**src/inc/bgsl_pkg.sv**
```systemverilog
// Purpose: constants for the reference sample and lock control block
// Assumes: APB with 32-bit data, one register per aligned word
// Notes: register indices are kept, byte address is four times the index
// What this block does
// RULE_01 - sampled mode only in power-down, else continuous
// RULE_02 - sampled mode toggles core and buffer periodically
// RULE_03 - code 000 keeps reference always on
// RULE_04 - code 111 keeps reference off in power-down
// RULE_05 - other codes sample during power-down
// RULE_06 - sample control writes ignored during guard time
// RULE_07 - software waits three slow cycles before power-down
// RULE_08 - trim registers reset only by power-on reset
// RULE_09 - factory trims loaded into trim registers at reset
// RULE_10 - software should leave factory trims alone
// RULE_11 - trims and sample control are lockable
// RULE_12 - sample field in bits 2:0, rest zero
// RULE_13 - codes 001..110 give 1 to 32 ms off
// RULE_14 - lock needs arm+set then set within four cycles
// RULE_15 - locked registers blocked until next hardware reset
// RULE_16 - off timer runs on slow oscillator, config resynchronised
package bgsl_pkg;
  localparam logic [7:0] IDX_SAMPLE = 8'hd1;
  localparam logic [7:0] IDX_TRIM_LIN = 8'hd2;
  localparam logic [7:0] IDX_TRIM_NOM = 8'hd3;
  localparam logic [7:0] IDX_LOCK = 8'hd4;
  localparam logic [7:0] IDX_STATUS = 8'hd5;
  localparam logic [11:0] ADDR_SAMPLE = {2'h0, IDX_SAMPLE, 2'h0};
  localparam logic [11:0] ADDR_TRIM_LIN = {2'h0, IDX_TRIM_LIN, 2'h0};
  localparam logic [11:0] ADDR_TRIM_NOM = {2'h0, IDX_TRIM_NOM, 2'h0};
  localparam logic [11:0] ADDR_LOCK = {2'h0, IDX_LOCK, 2'h0};
  localparam logic [11:0] ADDR_STATUS = {2'h0, IDX_STATUS, 2'h0};
  localparam logic [2:0] SAMPLE_RESET = 3'h0;
  localparam logic [2:0] CFG_CONTINUOUS = 3'h0;
  localparam logic [2:0] CFG_ALWAYS_OFF = 3'h7;
  localparam int TRIM_LIN_RO_BIT = 5;
  localparam logic [1:0] GUARD_ULP_CYCLES = 2'h3;
  localparam logic [1:0] GUARD_CPU_CYCLES = 2'h3;
  localparam logic [2:0] LOCK_WINDOW_CYCLES = 3'h4;
  localparam int OFF_BASE_MS = 1;
  localparam int ULP_HZ_DEFAULT = 32000;
  localparam int ON_ULP_DEFAULT = 2;
  typedef enum logic [1:0] {
    PH_ON = 2'b01,
    PH_OFF = 2'b10
  } bgsl_phase_e;
endpackage

```
**src/inc/bgsl_if.sv**
```systemverilog
// Purpose: carrier between register front end, lock and sampler
// Assumes: single clock domain
// Notes: strobes are one-cycle pulses
`timescale 1ns/1ps
interface bgsl_if;
  logic cfg_wr;
  logic [2:0] cfg_val;
  logic guard_busy;
  logic core_on;
  logic buf_on;
  logic sampling;
  logic lock_wr;
  logic lock_arm_w;
  logic lock_set_w;
  logic locked;
  logic lock_arm;
  logic lock_set;
  modport top (output cfg_wr, output cfg_val, output lock_wr,
    output lock_arm_w, output lock_set_w, input guard_busy,
    input core_on, input buf_on, input sampling, input locked,
    input lock_arm, input lock_set);
  modport samp (input cfg_wr, input cfg_val, output guard_busy,
    output core_on, output buf_on, output sampling);
  modport lock (input lock_wr, input lock_arm_w, input lock_set_w,
    output locked, output lock_arm, output lock_set);
endinterface

```
**src/rtl/bgsl_lock.sv**
```systemverilog
// Purpose: timed two-write lock of the reference registers
// Assumes: lock_wr pulses once per accepted lock register write
// Notes: only a hardware reset opens the lock again
`timescale 1ns/1ps
module bgsl_lock
  import bgsl_pkg::*;
(
  input wire logic clk,
  input wire logic rst,
  bgsl_if.lock ifc
);
  typedef struct packed {
    logic locked;
    logic arm;
    logic set;
    logic [2:0] win;
  } bgsl_lock_s;
  bgsl_lock_s st, next_st;

  always_comb begin
    next_st = st;
    if (st.win != 3'h0) begin
      next_st.win = st.win - 3'h1;
    end
    if (ifc.lock_wr && !st.locked) begin
      if (ifc.lock_arm_w && ifc.lock_set_w) begin
        next_st.arm = 1'b1; // [RULE_14]
        next_st.set = 1'b1;
        next_st.win = LOCK_WINDOW_CYCLES;
      end else if (!ifc.lock_arm_w && ifc.lock_set_w &&
                   st.win != 3'h0) begin
        next_st.locked = 1'b1; // [RULE_14] [RULE_11]
        next_st.arm = 1'b0;
        next_st.set = 1'b1;
        next_st.win = 3'h0;
      end else begin
        // a broken sequence starts over
        next_st.arm = ifc.lock_arm_w;
        next_st.set = ifc.lock_set_w;
        next_st.win = 3'h0;
      end
    end
  end

  always_ff @(posedge clk) begin
    if (rst) begin
      st <= '0; // [RULE_15]
    end else begin
      st <= next_st;
    end
  end

  assign ifc.locked = st.locked;
  assign ifc.lock_arm = st.arm;
  assign ifc.lock_set = st.set;
endmodule

```
**src/rtl/bgsl_sampler.sv**
```systemverilog
// Purpose: guard time, slow-side config copy and on/off sampling timer
// Assumes: ulp_clk is a level synchronous to clk, far slower than clk
// Notes: the timer advances only on slow oscillator rising edges
`timescale 1ns/1ps
module bgsl_sampler
  import bgsl_pkg::*;
#(
  parameter int ULP_HZ = ULP_HZ_DEFAULT,
  parameter int ON_ULP = ON_ULP_DEFAULT
)
(
  input wire logic clk,
  input wire logic rst,
  input wire logic ulp_clk,
  input wire logic pwr_down,
  bgsl_if.samp ifc
);
  localparam int OFF_BASE_ULP = (ULP_HZ * OFF_BASE_MS + 999) / 1000;
  localparam logic [15:0] OFF_BASE = 16'(OFF_BASE_ULP);
  localparam logic [15:0] ON_LAST = 16'(ON_ULP - 1);

  typedef struct packed {
    logic ulp_q;
    logic [2:0] pend;
    logic [2:0] active;
    logic [1:0] gu;
    logic [1:0] gc;
    logic busy;
    bgsl_phase_e phase;
    logic [15:0] tmr;
    logic core;
    logic buf_en;
    logic sampling;
  } bgsl_samp_s;
  bgsl_samp_s st, next_st;
  logic rise;
  logic [15:0] off_last;

  always_comb begin
    rise = ulp_clk && !st.ulp_q;
    off_last = (OFF_BASE << (st.active - 3'h1)) - 16'h1; // [RULE_13]
    next_st = st;
    next_st.ulp_q = ulp_clk;
    // guard: 3 slow edges to pass the value over, then 3 fast cycles
    if (ifc.cfg_wr && !st.busy) begin
      next_st.pend = ifc.cfg_val; // [RULE_06]
      next_st.busy = 1'b1;
      next_st.gu = GUARD_ULP_CYCLES;
      next_st.gc = GUARD_CPU_CYCLES;
    end else if (st.busy && st.gu != 2'h0) begin
      if (rise) begin
        next_st.gu = st.gu - 2'h1;
        if (st.gu == 2'h1) begin
          next_st.active = st.pend; // [RULE_16]
        end
      end
    end else if (st.busy) begin
      next_st.gc = st.gc - 2'h1; // [RULE_06]
      if (st.gc == 2'h1) begin
        next_st.busy = 1'b0;
      end
    end
    if (!pwr_down || st.active == CFG_CONTINUOUS) begin
      next_st.core = 1'b1; // [RULE_01] [RULE_03]
      next_st.buf_en = 1'b1;
      next_st.phase = PH_ON;
      next_st.tmr = 16'h0;
      next_st.sampling = 1'b0;
    end else if (st.active == CFG_ALWAYS_OFF) begin
      next_st.core = 1'b0; // [RULE_04]
      next_st.buf_en = 1'b0;
      next_st.phase = PH_ON;
      next_st.tmr = 16'h0;
      next_st.sampling = 1'b0;
    end else begin
      next_st.sampling = 1'b1; // [RULE_05]
      if (rise) begin
        case (st.phase)
          PH_ON: begin
            if (st.tmr >= ON_LAST) begin
              next_st.phase = PH_OFF; // [RULE_02]
              next_st.tmr = 16'h0;
              next_st.core = 1'b0;
              next_st.buf_en = 1'b0;
            end else begin
              next_st.tmr = st.tmr + 16'h1;
            end
          end
          PH_OFF: begin
            if (st.tmr >= off_last) begin
              next_st.phase = PH_ON; // [RULE_02]
              next_st.tmr = 16'h0;
              next_st.core = 1'b1;
              next_st.buf_en = 1'b1;
            end else begin
              next_st.tmr = st.tmr + 16'h1; // [RULE_16]
            end
          end
          default: begin
            next_st.phase = PH_ON;
            next_st.tmr = 16'h0;
          end
        endcase
      end
    end
  end

  always_ff @(posedge clk) begin
    if (rst) begin
      // take the pin level so no false edge follows reset
      st <= '{ulp_q: ulp_clk, pend: SAMPLE_RESET, active: SAMPLE_RESET,
              gu: 2'h0, gc: 2'h0, busy: 1'b0, phase: PH_ON,
              tmr: 16'h0, core: 1'b1, buf_en: 1'b1, sampling: 1'b0};
    end else begin
      st <= next_st;
    end
  end

  assign ifc.guard_busy = st.busy;
  assign ifc.core_on = st.core;
  assign ifc.buf_on = st.buf_en;
  assign ifc.sampling = st.sampling;
endmodule

```
**src/rtl/bgsl_top.sv**
```systemverilog
// Purpose: APB register front end of the reference sample/lock control
// Assumes: all inputs synchronous to CLOCK; POR_RST also counts as reset
// Notes: one access cycle per transfer, PREADY high in the access phase
`timescale 1ns/1ps
module bgsl_top
  import bgsl_pkg::*;
#(
  parameter int ULP_HZ = ULP_HZ_DEFAULT,
  parameter int ON_ULP = ON_ULP_DEFAULT
)
(
  input wire logic CLOCK,
  input wire logic SYS_RST,
  input wire logic POR_RST,
  input wire logic PSEL,
  input wire logic PENABLE,
  input wire logic PWRITE,
  input wire logic [11:0] PADDR,
  input wire logic [31:0] PWDATA,
  input wire logic [3:0] PSTRB,
  output logic PREADY,
  output logic [31:0] PRDATA,
  output logic PSLVERR,
  input wire logic PWR_DOWN,
  input wire logic ULP_CLK,
  input wire logic [7:0] FACTORY_TRIM_NOMINAL,
  input wire logic [7:0] FACTORY_TRIM_LINEAR,
  output logic [7:0] TRIM_NOMINAL,
  output logic [7:0] TRIM_LINEAR,
  output logic REF_CORE_ON,
  output logic REF_BUFFER_ON
);
  typedef struct packed {
    logic pready;
    logic [7:0] rdata;
    logic slverr;
    logic [7:0] trim_nom;
    logic [7:0] trim_lin;
    logic [2:0] sample_cfg;
    logic cfg_wr;
    logic lock_wr;
    logic lock_arm_w;
    logic lock_set_w;
    logic core;
    logic buf_en;
  } bgsl_top_s;
  bgsl_top_s st, next_st;

  bgsl_if ifc ();
  logic hw_rst;
  logic setup;
  logic wr_now;
  logic mapped;
  logic [7:0] rd_val;
  logic [7:0] lin_w;

  assign hw_rst = SYS_RST || POR_RST;

  bgsl_lock u_lock (
    .clk(CLOCK),
    .rst(hw_rst),
    .ifc(ifc.lock)
  );

  bgsl_sampler #(
    .ULP_HZ(ULP_HZ),
    .ON_ULP(ON_ULP)
  ) u_samp (
    .clk(CLOCK),
    .rst(hw_rst),
    .ulp_clk(ULP_CLK),
    .pwr_down(PWR_DOWN),
    .ifc(ifc.samp)
  );

  assign ifc.cfg_wr = st.cfg_wr;
  assign ifc.cfg_val = st.sample_cfg;
  assign ifc.lock_wr = st.lock_wr;
  assign ifc.lock_arm_w = st.lock_arm_w;
  assign ifc.lock_set_w = st.lock_set_w;

  always_comb begin
    setup = PSEL && !PENABLE;
    wr_now = PSEL && PENABLE && st.pready && PWRITE && PSTRB[0];
    mapped = (PADDR == ADDR_SAMPLE) || (PADDR == ADDR_TRIM_LIN) ||
             (PADDR == ADDR_TRIM_NOM) || (PADDR == ADDR_LOCK) ||
             (PADDR == ADDR_STATUS);
    // locked registers read as zero: no access at all
    case (PADDR)
      ADDR_SAMPLE: rd_val = ifc.locked ? 8'h00 :
                            {5'h00, st.sample_cfg}; // [RULE_12] [RULE_15]
      ADDR_TRIM_LIN: rd_val = ifc.locked ? 8'h00 : st.trim_lin;
      ADDR_TRIM_NOM: rd_val = ifc.locked ? 8'h00 : st.trim_nom;
      ADDR_LOCK: rd_val = {6'h00, ifc.lock_arm, ifc.lock_set};
      ADDR_STATUS: rd_val = {3'h0, ifc.sampling, ifc.locked,
                             ifc.buf_on, ifc.core_on, ifc.guard_busy};
      default: rd_val = 8'h00;
    endcase
    lin_w = PWDATA[7:0];
    lin_w[TRIM_LIN_RO_BIT] = st.trim_lin[TRIM_LIN_RO_BIT];
    next_st = st;
    next_st.pready = setup;
    next_st.cfg_wr = 1'b0;
    next_st.lock_wr = 1'b0;
    next_st.core = ifc.core_on;
    next_st.buf_en = ifc.buf_on;
    if (setup) begin
      next_st.rdata = PWRITE ? 8'h00 : rd_val;
      next_st.slverr = !mapped;
    end else if (PSEL && PENABLE && st.pready) begin
      next_st.rdata = 8'h00;
      next_st.slverr = 1'b0;
    end
    if (wr_now) begin
      case (PADDR)
        ADDR_SAMPLE: begin
          if (!ifc.locked && !ifc.guard_busy) begin // [RULE_06] [RULE_15]
            next_st.sample_cfg = PWDATA[2:0]; // [RULE_12]
            next_st.cfg_wr = 1'b1;
          end
        end
        ADDR_TRIM_LIN: begin
          if (!ifc.locked) begin // [RULE_11]
            next_st.trim_lin = lin_w;
          end
        end
        ADDR_TRIM_NOM: begin
          if (!ifc.locked) begin // [RULE_11]
            next_st.trim_nom = PWDATA[7:0];
          end
        end
        ADDR_LOCK: begin
          next_st.lock_wr = 1'b1; // [RULE_14]
          next_st.lock_arm_w = PWDATA[1];
          next_st.lock_set_w = PWDATA[0];
        end
        default: begin
          next_st.lock_wr = 1'b0;
        end
      endcase
    end
  end

  always_ff @(posedge CLOCK) begin
    if (POR_RST) begin
      st <= '0;
      st.trim_nom <= FACTORY_TRIM_NOMINAL; // [RULE_08] [RULE_09]
      st.trim_lin <= FACTORY_TRIM_LINEAR;
      st.sample_cfg <= SAMPLE_RESET;
      st.core <= 1'b1;
      st.buf_en <= 1'b1;
    end else if (SYS_RST) begin
      // trims survive every reset but power-on
      st.pready <= 1'b0; // [RULE_08]
      st.rdata <= 8'h00;
      st.slverr <= 1'b0;
      st.sample_cfg <= SAMPLE_RESET;
      st.cfg_wr <= 1'b0;
      st.lock_wr <= 1'b0;
      st.lock_arm_w <= 1'b0;
      st.lock_set_w <= 1'b0;
      st.core <= 1'b1;
      st.buf_en <= 1'b1;
    end else begin
      st <= next_st;
    end
  end

  assign PREADY = st.pready;
  assign PRDATA = {24'h000000, st.rdata};
  assign PSLVERR = st.slverr;
  assign TRIM_NOMINAL = st.trim_nom;
  assign TRIM_LINEAR = st.trim_lin;
  assign REF_CORE_ON = st.core;
  assign REF_BUFFER_ON = st.buf_en;
endmodule

```
**config.mk**
```make
export PLATFORM = sky130hd
export DESIGN_NAME = bgsl_top
export DESIGN_NICKNAME = d
export VERILOG_FILES = /design/src/inc/bgsl_pkg.sv /design/src/inc/bgsl_if.sv /design/src/rtl/bgsl_lock.sv /design/src/rtl/bgsl_sampler.sv /design/src/rtl/bgsl_top.sv
export SDC_FILE = /design/constraint.sdc
export NUM_CORES = 1
export LEC_CHECK = 0
export ABC_AREA = 1
export BUFFER_PORTS_ARGS = -buffer_cell sky130_fd_sc_hd__buf_2
export CELL_PAD_IN_SITES_DETAIL_PLACEMENT = 2
export CELL_PAD_IN_SITES_GLOBAL_PLACEMENT = 2
export CORE_MARGIN = 2
export CORE_UTILIZATION = 30
export CTS_BUF_LIST = sky130_fd_sc_hd__clkbuf_8
export DETAILED_ROUTE_END_ITERATION = 7
export GPL_ROUTABILITY_DRIVEN = 0
export PLACE_DENSITY_LB_ADDON = 0.1
export SYNTH_ARGS = -nofsm -noshare
export SYNTH_HDL_FRONTEND = slang
export SYNTH_SLANG_ARGS = --single-unit
```
**constraint.sdc**
```tcl
create_clock -name CLOCK -period 3.95 [get_ports CLOCK]
set_input_delay 0.79 -clock CLOCK [delete_from_list [all_inputs] [get_ports CLOCK]]
set_output_delay 0.79 -clock CLOCK [all_outputs]
set_load 0.01 [all_outputs]
```
-- Word-level counts from Yosys, hierarchy flattened
Index checks and enable logic that the tools add are counted.
- bits of input ports: 72
- logic and storage cells: 152
- register bits: 74
- add/sub/neg operators: 6
- bitwise logic cells: 4
- shifts and indexed selects: 1
- mux-type cells: 40
- reduce and logical (&&, ||, !) cells: 54
- order comparisons: 2
- equal/unequal tests: 17
- operators by type and width (cell ; count):
    $eq 12x10->1 const B ; 5
    $mux 8 ; 7
    $mux 16 ; 3
    $pmux 8 s5 ; 1
    $pmux 18 s2 ; 1
    $mux 9 ; 3
    $mux 25 ; 1
    $mux 5 ; 5
    $mux 23 ; 1
    $mux 21 ; 1
    $mux 20 ; 1
    $reduce_bool 2->1 ; 10
    $mux 3 ; 6
    $add 16x1->16 const B ; 1
    $ge 16x1->1 const B ; 1
    $ge 16x16->1 ; 1
    $reduce_and 4->1 ; 4
    $shl 6x3->16 const A ; 1
    $sub 16x1->16 const B ; 1
    $logic_and 1x1->1 ; 13
    $mux 2 ; 5
    $reduce_and 3->1 ; 3
    $mux 4 ; 2
    $ne 2x1->1 const B ; 4
    18 further kinds ; 43

-- Depth between registers and ports, before layout
- depth after elaboration: 8
- mapped depth: 24

-- Hierarchy
A second synthesis with hierarchy kept.
- cell total of the unflattened synthesis: 626
- area, all modules: 4535.6 µm²
- by module, submodules not included (module ; times used ; cells each ; area an instance (µm²) ; seq. area each (µm²)):
    bgsl_sampler ; 1 ; 309 ; 2199.6 ; 640.6
    bgsl_top ; 1 ; 277 ; 2048.2 ; 860.8
    bgsl_lock ; 1 ; 40 ; 287.8 ; 120.1

-- Worst setup path after synthesis
OpenSTA, ideal clock, no wires.
- path kind: register to register
- from: reg u_samp.st[26] (netlist bit)
- to: reg u_samp.st[7] (netlist bit)
- buffers on the path: 2
- stages on the path, launching flop included: 22
- period minus slack after synthesis: 2976 ps
- setup time: 122 ps
- arrival: 2854 ps
- setup slack: 974 ps
- cell sequence: dfxtp_1 nor2_1 ha_1 clkbuf_1 inv_1 nor2_1 inv_1 ha_1 nand3_1 nor2_1 nand2_1 ha_1 nand2_1 nor2_1 nand2_1 nor2_1 nand2_2 nand3_4 nand2_4 buf_12 nand2_1 a21oi_1
- longest elaborated chain between the ends: 6
- RTL lines (item ; RTL line ; source):
    start, declared ; bgsl_sampler.sv:35 ; bgsl_samp_s st, next_st;
    start signal, assigned ; bgsl_sampler.sv:111 ; st <= '{ulp_q: ulp_clk, pend: SAMPLE_RESET, active: SAMPLE_RESET,
    start signal, assigned ; bgsl_sampler.sv:115 ; st <= next_st;
    $sub 3x1->3 ; bgsl_sampler.sv:41 ; off_last = (OFF_BASE << (st.active - 3'h1)) - 16'h1;
    $shl 6x3->16 ; bgsl_sampler.sv:41 ;
    $sub 16x1->16 ; bgsl_sampler.sv:41 ;
    $ge 16x16->1 ; bgsl_sampler.sv:90 ; if (st.tmr >= off_last) begin
    $mux 16 ; bgsl_sampler.sv:90 ;
    $pmux 18 s2 ; bgsl_sampler.sv:78 ; case (st.phase)
Parallel ways exist; a longest one is shown, timed or not.
A chain may end at the register's enable or synchronous reset.

-- Final worst setup path
- from: reg u_samp.st[26] (netlist bit)
- to: reg u_samp.st[19] (netlist bit)
- longest elaborated chain between the ends: 6
- RTL lines (item ; RTL line):
    $sub 3x1->3 ; bgsl_sampler.sv:41
    $shl 6x3->16 ; bgsl_sampler.sv:41
    $sub 16x1->16 ; bgsl_sampler.sv:41
    $ge 16x16->1 ; bgsl_sampler.sv:90
    $ne 2x1->1 (no line) ; -
    $reduce_and 3->1 (no line) ; -
Parallel ways exist; a longest one is shown, timed or not.

==> out/summary.log <==
[detailed_routing] final antenna-violating net count 0
[sta] final number of setup-violating endpoints 0
[clock_network] number of buffers on the longest clock path 2
[sta] relative slew slack 36.3%
[setup_path] startpoint kind of the worst setup timing path register
[setup_path] critical path's most frequent cell sky130_fd_sc_hd__nor2_1
[grt] final global-route overflow total 0
[logic_synthesis] number of different library cells in the post-synthesis netlist 39
[detailed_routing] post-detailed-route wirelength per cell 15.2 um
[placed_design] port bufs 72
[power] post-route total power 1500 uW
[clock_network] total CTS buffers 9
[sta] maximum operating frequency 295 MHz
[detailed_routing] number of iterations in the first detailed-routing pass 4
[clock_network] clock edge transition at the registers on the reported setup and hold paths 80 ps
[logic_synthesis] sequential-to-total area share from yosys stat 35.1%
[floorplanning] site row count 45
[detailed_routing] met3 wire length 285 um
[power] leakage 0.00237 uW
[placed_design] placed wire-length estimate after detailed placement 11100 um
[detailed_routing] detailed-routing wirelength on met1 6620 um
[sta] Final Max Slew Viols 0
[setup_path] worst path required time 4210 ps
[sta] Worst Max-Slew Pin Slew 945 ps
[setup_path] critical path's slowest cell sky130_fd_sc_hd__ha_1
[logic_synthesis] share of async-settable or async-resettable flops after synthesis 0%
[sta] Total Neg Setup Slack 0 ps
[detailed_routing] length of routed met2 wiring 6560 um
[logic_synthesis] count of state elements after synthesis 72
[logic_synthesis] number of standard cells after synthesis 640
[setup_path] number of cells on the critical path 19
[grt] wire length of the first global-routing pass 22600 um
[floorplanning] core area 0.0150 mm^2
[setup_path] R2R cell count 19
[setup_path] Buf/Inv on CP 2
[floorplanning] width of the die 127 um
[run] count of max-cap constraint violations 0
[sta] fin crit period 3390 ps
[logic_synthesis] Top FF cell, synth sky130_fd_sc_hd__dfxtp_1
[layout] # nets final 807
[floorplanning] number of top-level design ports 124
[floorplanning] full die area 0.0162 mm^2
[worst_hold_path] worst min-delay path class register to register
[setup_path] ordered list of cells on the worst path nor2_2 -> ha_1 -> inv_1 -> nor2_1 -> inv_1 -> ha_1 -> nand3_1 -> nor2_1 -> nand2_1 -> ha_1 -> nand2_1 -> nor2_1 -> nand2_1 -> nor2_1 -> nand2_2 -> nand3_4 -> nand2_4 -> o21ai_0 -> nand3_1
[layout] fraction of layout instances using a drive strength above 1 17.9%
[sta] final number of hold-violating endpoints 0
[logic_synthesis] Ys Warns 0
[sta] RSZ-0062 raised after global routing no
[floorplanning] Die H 127 um
[grt] via count of the first global-routing pass 4523
[layout] area growth from synthesis to final layout 13.9%
[layout] final core utilization 34.6%
[sta] final worst clock skew 9.93 ps
[layout] filler instances 1854
[clock_network] clock root buffer sky130_fd_sc_hd__clkbuf_8
[run_status] result of the run finished, final reports clean
[grt] pin count of the biggest net entering global routing 23
[clock_network] CTS HTree Levels 3
[floorplanning] initial standard-cell utilization of the core 30.4%
[layout] Ant. Diodes 0
[power] ratio of total power to cell area 289 mW/mm^2
[logic_synthesis] average cell area after synthesis 7.13 um^2
[detailed_routing] total via count in the routed design 4232
[setup_path] CP Data Arrival Time 3650 ps
[clock_network] CTS sink count 72
[logic_synthesis] Netlist Area Pre-Place 0.00457 mm^2
[detailed_routing] initial detailed-routing violation count 123
[detailed_routing] top layer reached by signal wires met4
[setup_path] Worst Path Max Fanout 18
[setup_path] type of the worst setup path register to register
[detailed_routing] Total Routed Length 13700 um
[worst_hold_path] hold-critical path depth 2
[clock_network] clk_lat worst skew 380 ps
[setup_path] critical path endpoint category register
[grt] Global Route Usage Sum 17.6%
[clock_network] Setup Buffers After CTS 0
[sta] period utilization 85.9%
[setup_path] crit-path max cell delay 370 ps
[clock_network] clock tree from TritonCTS done
[logic_synthesis] number of flops mapped to enable cells by yosys 16
[grt] antenna violations before repair 0
[detailed_routing] routed vias/inst 4.69
[detailed_routing] DRC violation count after routing 0
[power] IR Drop Worst-Case VDD 0.193 mV
[setup_path] cell family contributing the most delay on the critical path simple AND/OR/NAND/NOR gates
==> layout by cell type, fill, tap and decap left out, drive strengths merged <==
| cell type | synthesis | layout |
|---|---|---|
| a211oi | 2 | 2 |
| a21oi | 45 | 45 |
| a221oi | 1 | 1 |
| a31oi | 1 | 1 |
| buf | 35 | 76 |
| bufinv | 0 | 1 |
| clkbuf | 6 | 10 |
| clkinv | 1 | 4 |
| conb | 1 | 24 |
| dfxtp | 56 | 56 |
| edfxtp | 16 | 16 |
| ha | 26 | 26 |
| inv | 86 | 88 |
| nand2 | 148 | 148 |
| nand3 | 53 | 53 |
| nand3b | 3 | 3 |
| nand4 | 14 | 14 |
| nor2 | 85 | 85 |
| nor3 | 7 | 7 |
| o21a | 1 | 1 |
| o21ai | 38 | 38 |
| o41ai | 1 | 1 |
| or2 | 2 | 2 |
| xnor2 | 1 | 1 |
| xor2 | 11 | 11 |
==> cells by family (layout without fill, tap and decap cells) <==
logic type               Yosys count  count (layout)  synth area share, %
buffers and inverters            128             179                 13.4
AND/OR/NAND/NOR                  312             312                 31.7
other                              1              24               0.0821
XOR/XNOR                          12              12                 2.30
AO/OA/AOI/OAI                     89              89                 10.4
adder cells (fa/ha/maj)           26              26                 7.13
flip-flops                        72              72                 35.1
==> path summary, 6_finish.rpt <==
check,from,to,slack (ps)
worst max-delay path,u_samp.st[26],u_samp.st[19],560
worst min-delay path,PRDATA[6],PRDATA[6],480
worst max register to register,u_samp.st[26],u_samp.st[19],560
worst min register to register,PRDATA[6],PRDATA[6],480
==> power by group <==
part           switching (uW)  internal (uW)
clock network             301            306
logic                    81.8           41.9
registers                8.18            765
total                     391           1110
==> routing by layer <==
layer  vias to the layer above  track usage (%)
li1                       2150                -
met1                      2017             22.9
met2                        53             29.8
met3                        12             2.55
met4                         0             6.59
met5                         -                0
==> stage by stage <==
stage | instances | cell area, um^2 | setup WS [ps] | hold slack [ps]
floorplan | 663 | 4650 | 974 | 443
global placement | 886 | 5000 | 572 | 462
detailed placement | 886 | 5000 | 388 | 468
CTS | 902 | 5200 | 350 | 482
global route | 902 | 5200 | 120 | 508
finish | 902 | 5200 | 557 | 477
==> registers in the layout (all words and copies together) (netlist names) <==
signal	flops
REF_CORE_ON	1
PSLVERR	1
ifc.lock_wr	1
TRIM_LINEAR	8
PREADY	1
u_samp.ifc.guard_busy	1
u_samp.ifc.buf_on	1
ifc.lock_set_w	1
TRIM_NOMINAL	8
ifc.cfg_val	3
u_lock.ifc.lock_arm	1
ifc.cfg_wr	1
u_lock.st	3
u_lock.ifc.locked	1
u_samp.st	29
PRDATA	8
u_lock.ifc.lock_set	1
u_samp.ifc.sampling	1
ifc.lock_arm_w	1
==> synthesized netlist by cell type, types with 2 or more instances <==
cell type | instances | area (um^2)
sky130_fd_sc_hd__dfxtp_1 | 56 | 1120
sky130_fd_sc_hd__nand3b_1 | 3 | 22.5
sky130_fd_sc_hd__o21ai_1 | 2 | 10.0
sky130_fd_sc_hd__inv_1 | 83 | 312
sky130_fd_sc_hd__ha_1 | 26 | 325
sky130_fd_sc_hd__nand4_1 | 13 | 81.3
sky130_fd_sc_hd__nor3_1 | 7 | 35.0
sky130_fd_sc_hd__buf_4 | 27 | 203
sky130_fd_sc_hd__nor2_4 | 5 | 56.3
sky130_fd_sc_hd__buf_2 | 5 | 25.0
sky130_fd_sc_hd__nand2_4 | 2 | 22.5
sky130_fd_sc_hd__a211oi_1 | 2 | 15.0
sky130_fd_sc_hd__xor2_1 | 11 | 96.3
sky130_fd_sc_hd__inv_2 | 3 | 11.3
sky130_fd_sc_hd__nand3_1 | 44 | 220
sky130_fd_sc_hd__edfxtp_1 | 16 | 480
sky130_fd_sc_hd__nand2_2 | 4 | 25.0
sky130_fd_sc_hd__nand2_1 | 142 | 533
sky130_fd_sc_hd__clkbuf_1 | 6 | 22.5
sky130_fd_sc_hd__a21oi_2 | 3 | 26.3
sky130_fd_sc_hd__nand3_2 | 8 | 80.1
sky130_fd_sc_hd__a21oi_1 | 42 | 210
sky130_fd_sc_hd__o21ai_0 | 36 | 180
sky130_fd_sc_hd__nor2_2 | 7 | 43.8
sky130_fd_sc_hd__nor2_1 | 73 | 274
==> repair_timing <==
action / in CTS / in global routing
hold buffers: 0 / 0
setup endpoints to repair: 0 / 2
resized for setup: 0 / 1
==> area by class of cell <==
cell class	instances	area, um^2	share of cell area [%]
Inverter	87	327	6.28
Sequential cell	72	1600	30.8
Multi-Input combinational cell	463	2450	47.1
Timing Repair Buffer	76	390	7.51
Clock buffer	10	138	2.65
Tap cell	188	235	4.52
Clock inverter	6	58.8	1.13
==> worst min-delay path, stage by stage (launching register included) <==
cell and delay (ps):
sky130_fd_sc_hd__dfxtp_1 320, sky130_fd_sc_hd__nand2_1 60, sky130_fd_sc_hd__a21oi_1 60
No activity file was read; power rests on OpenSTA's default activity.
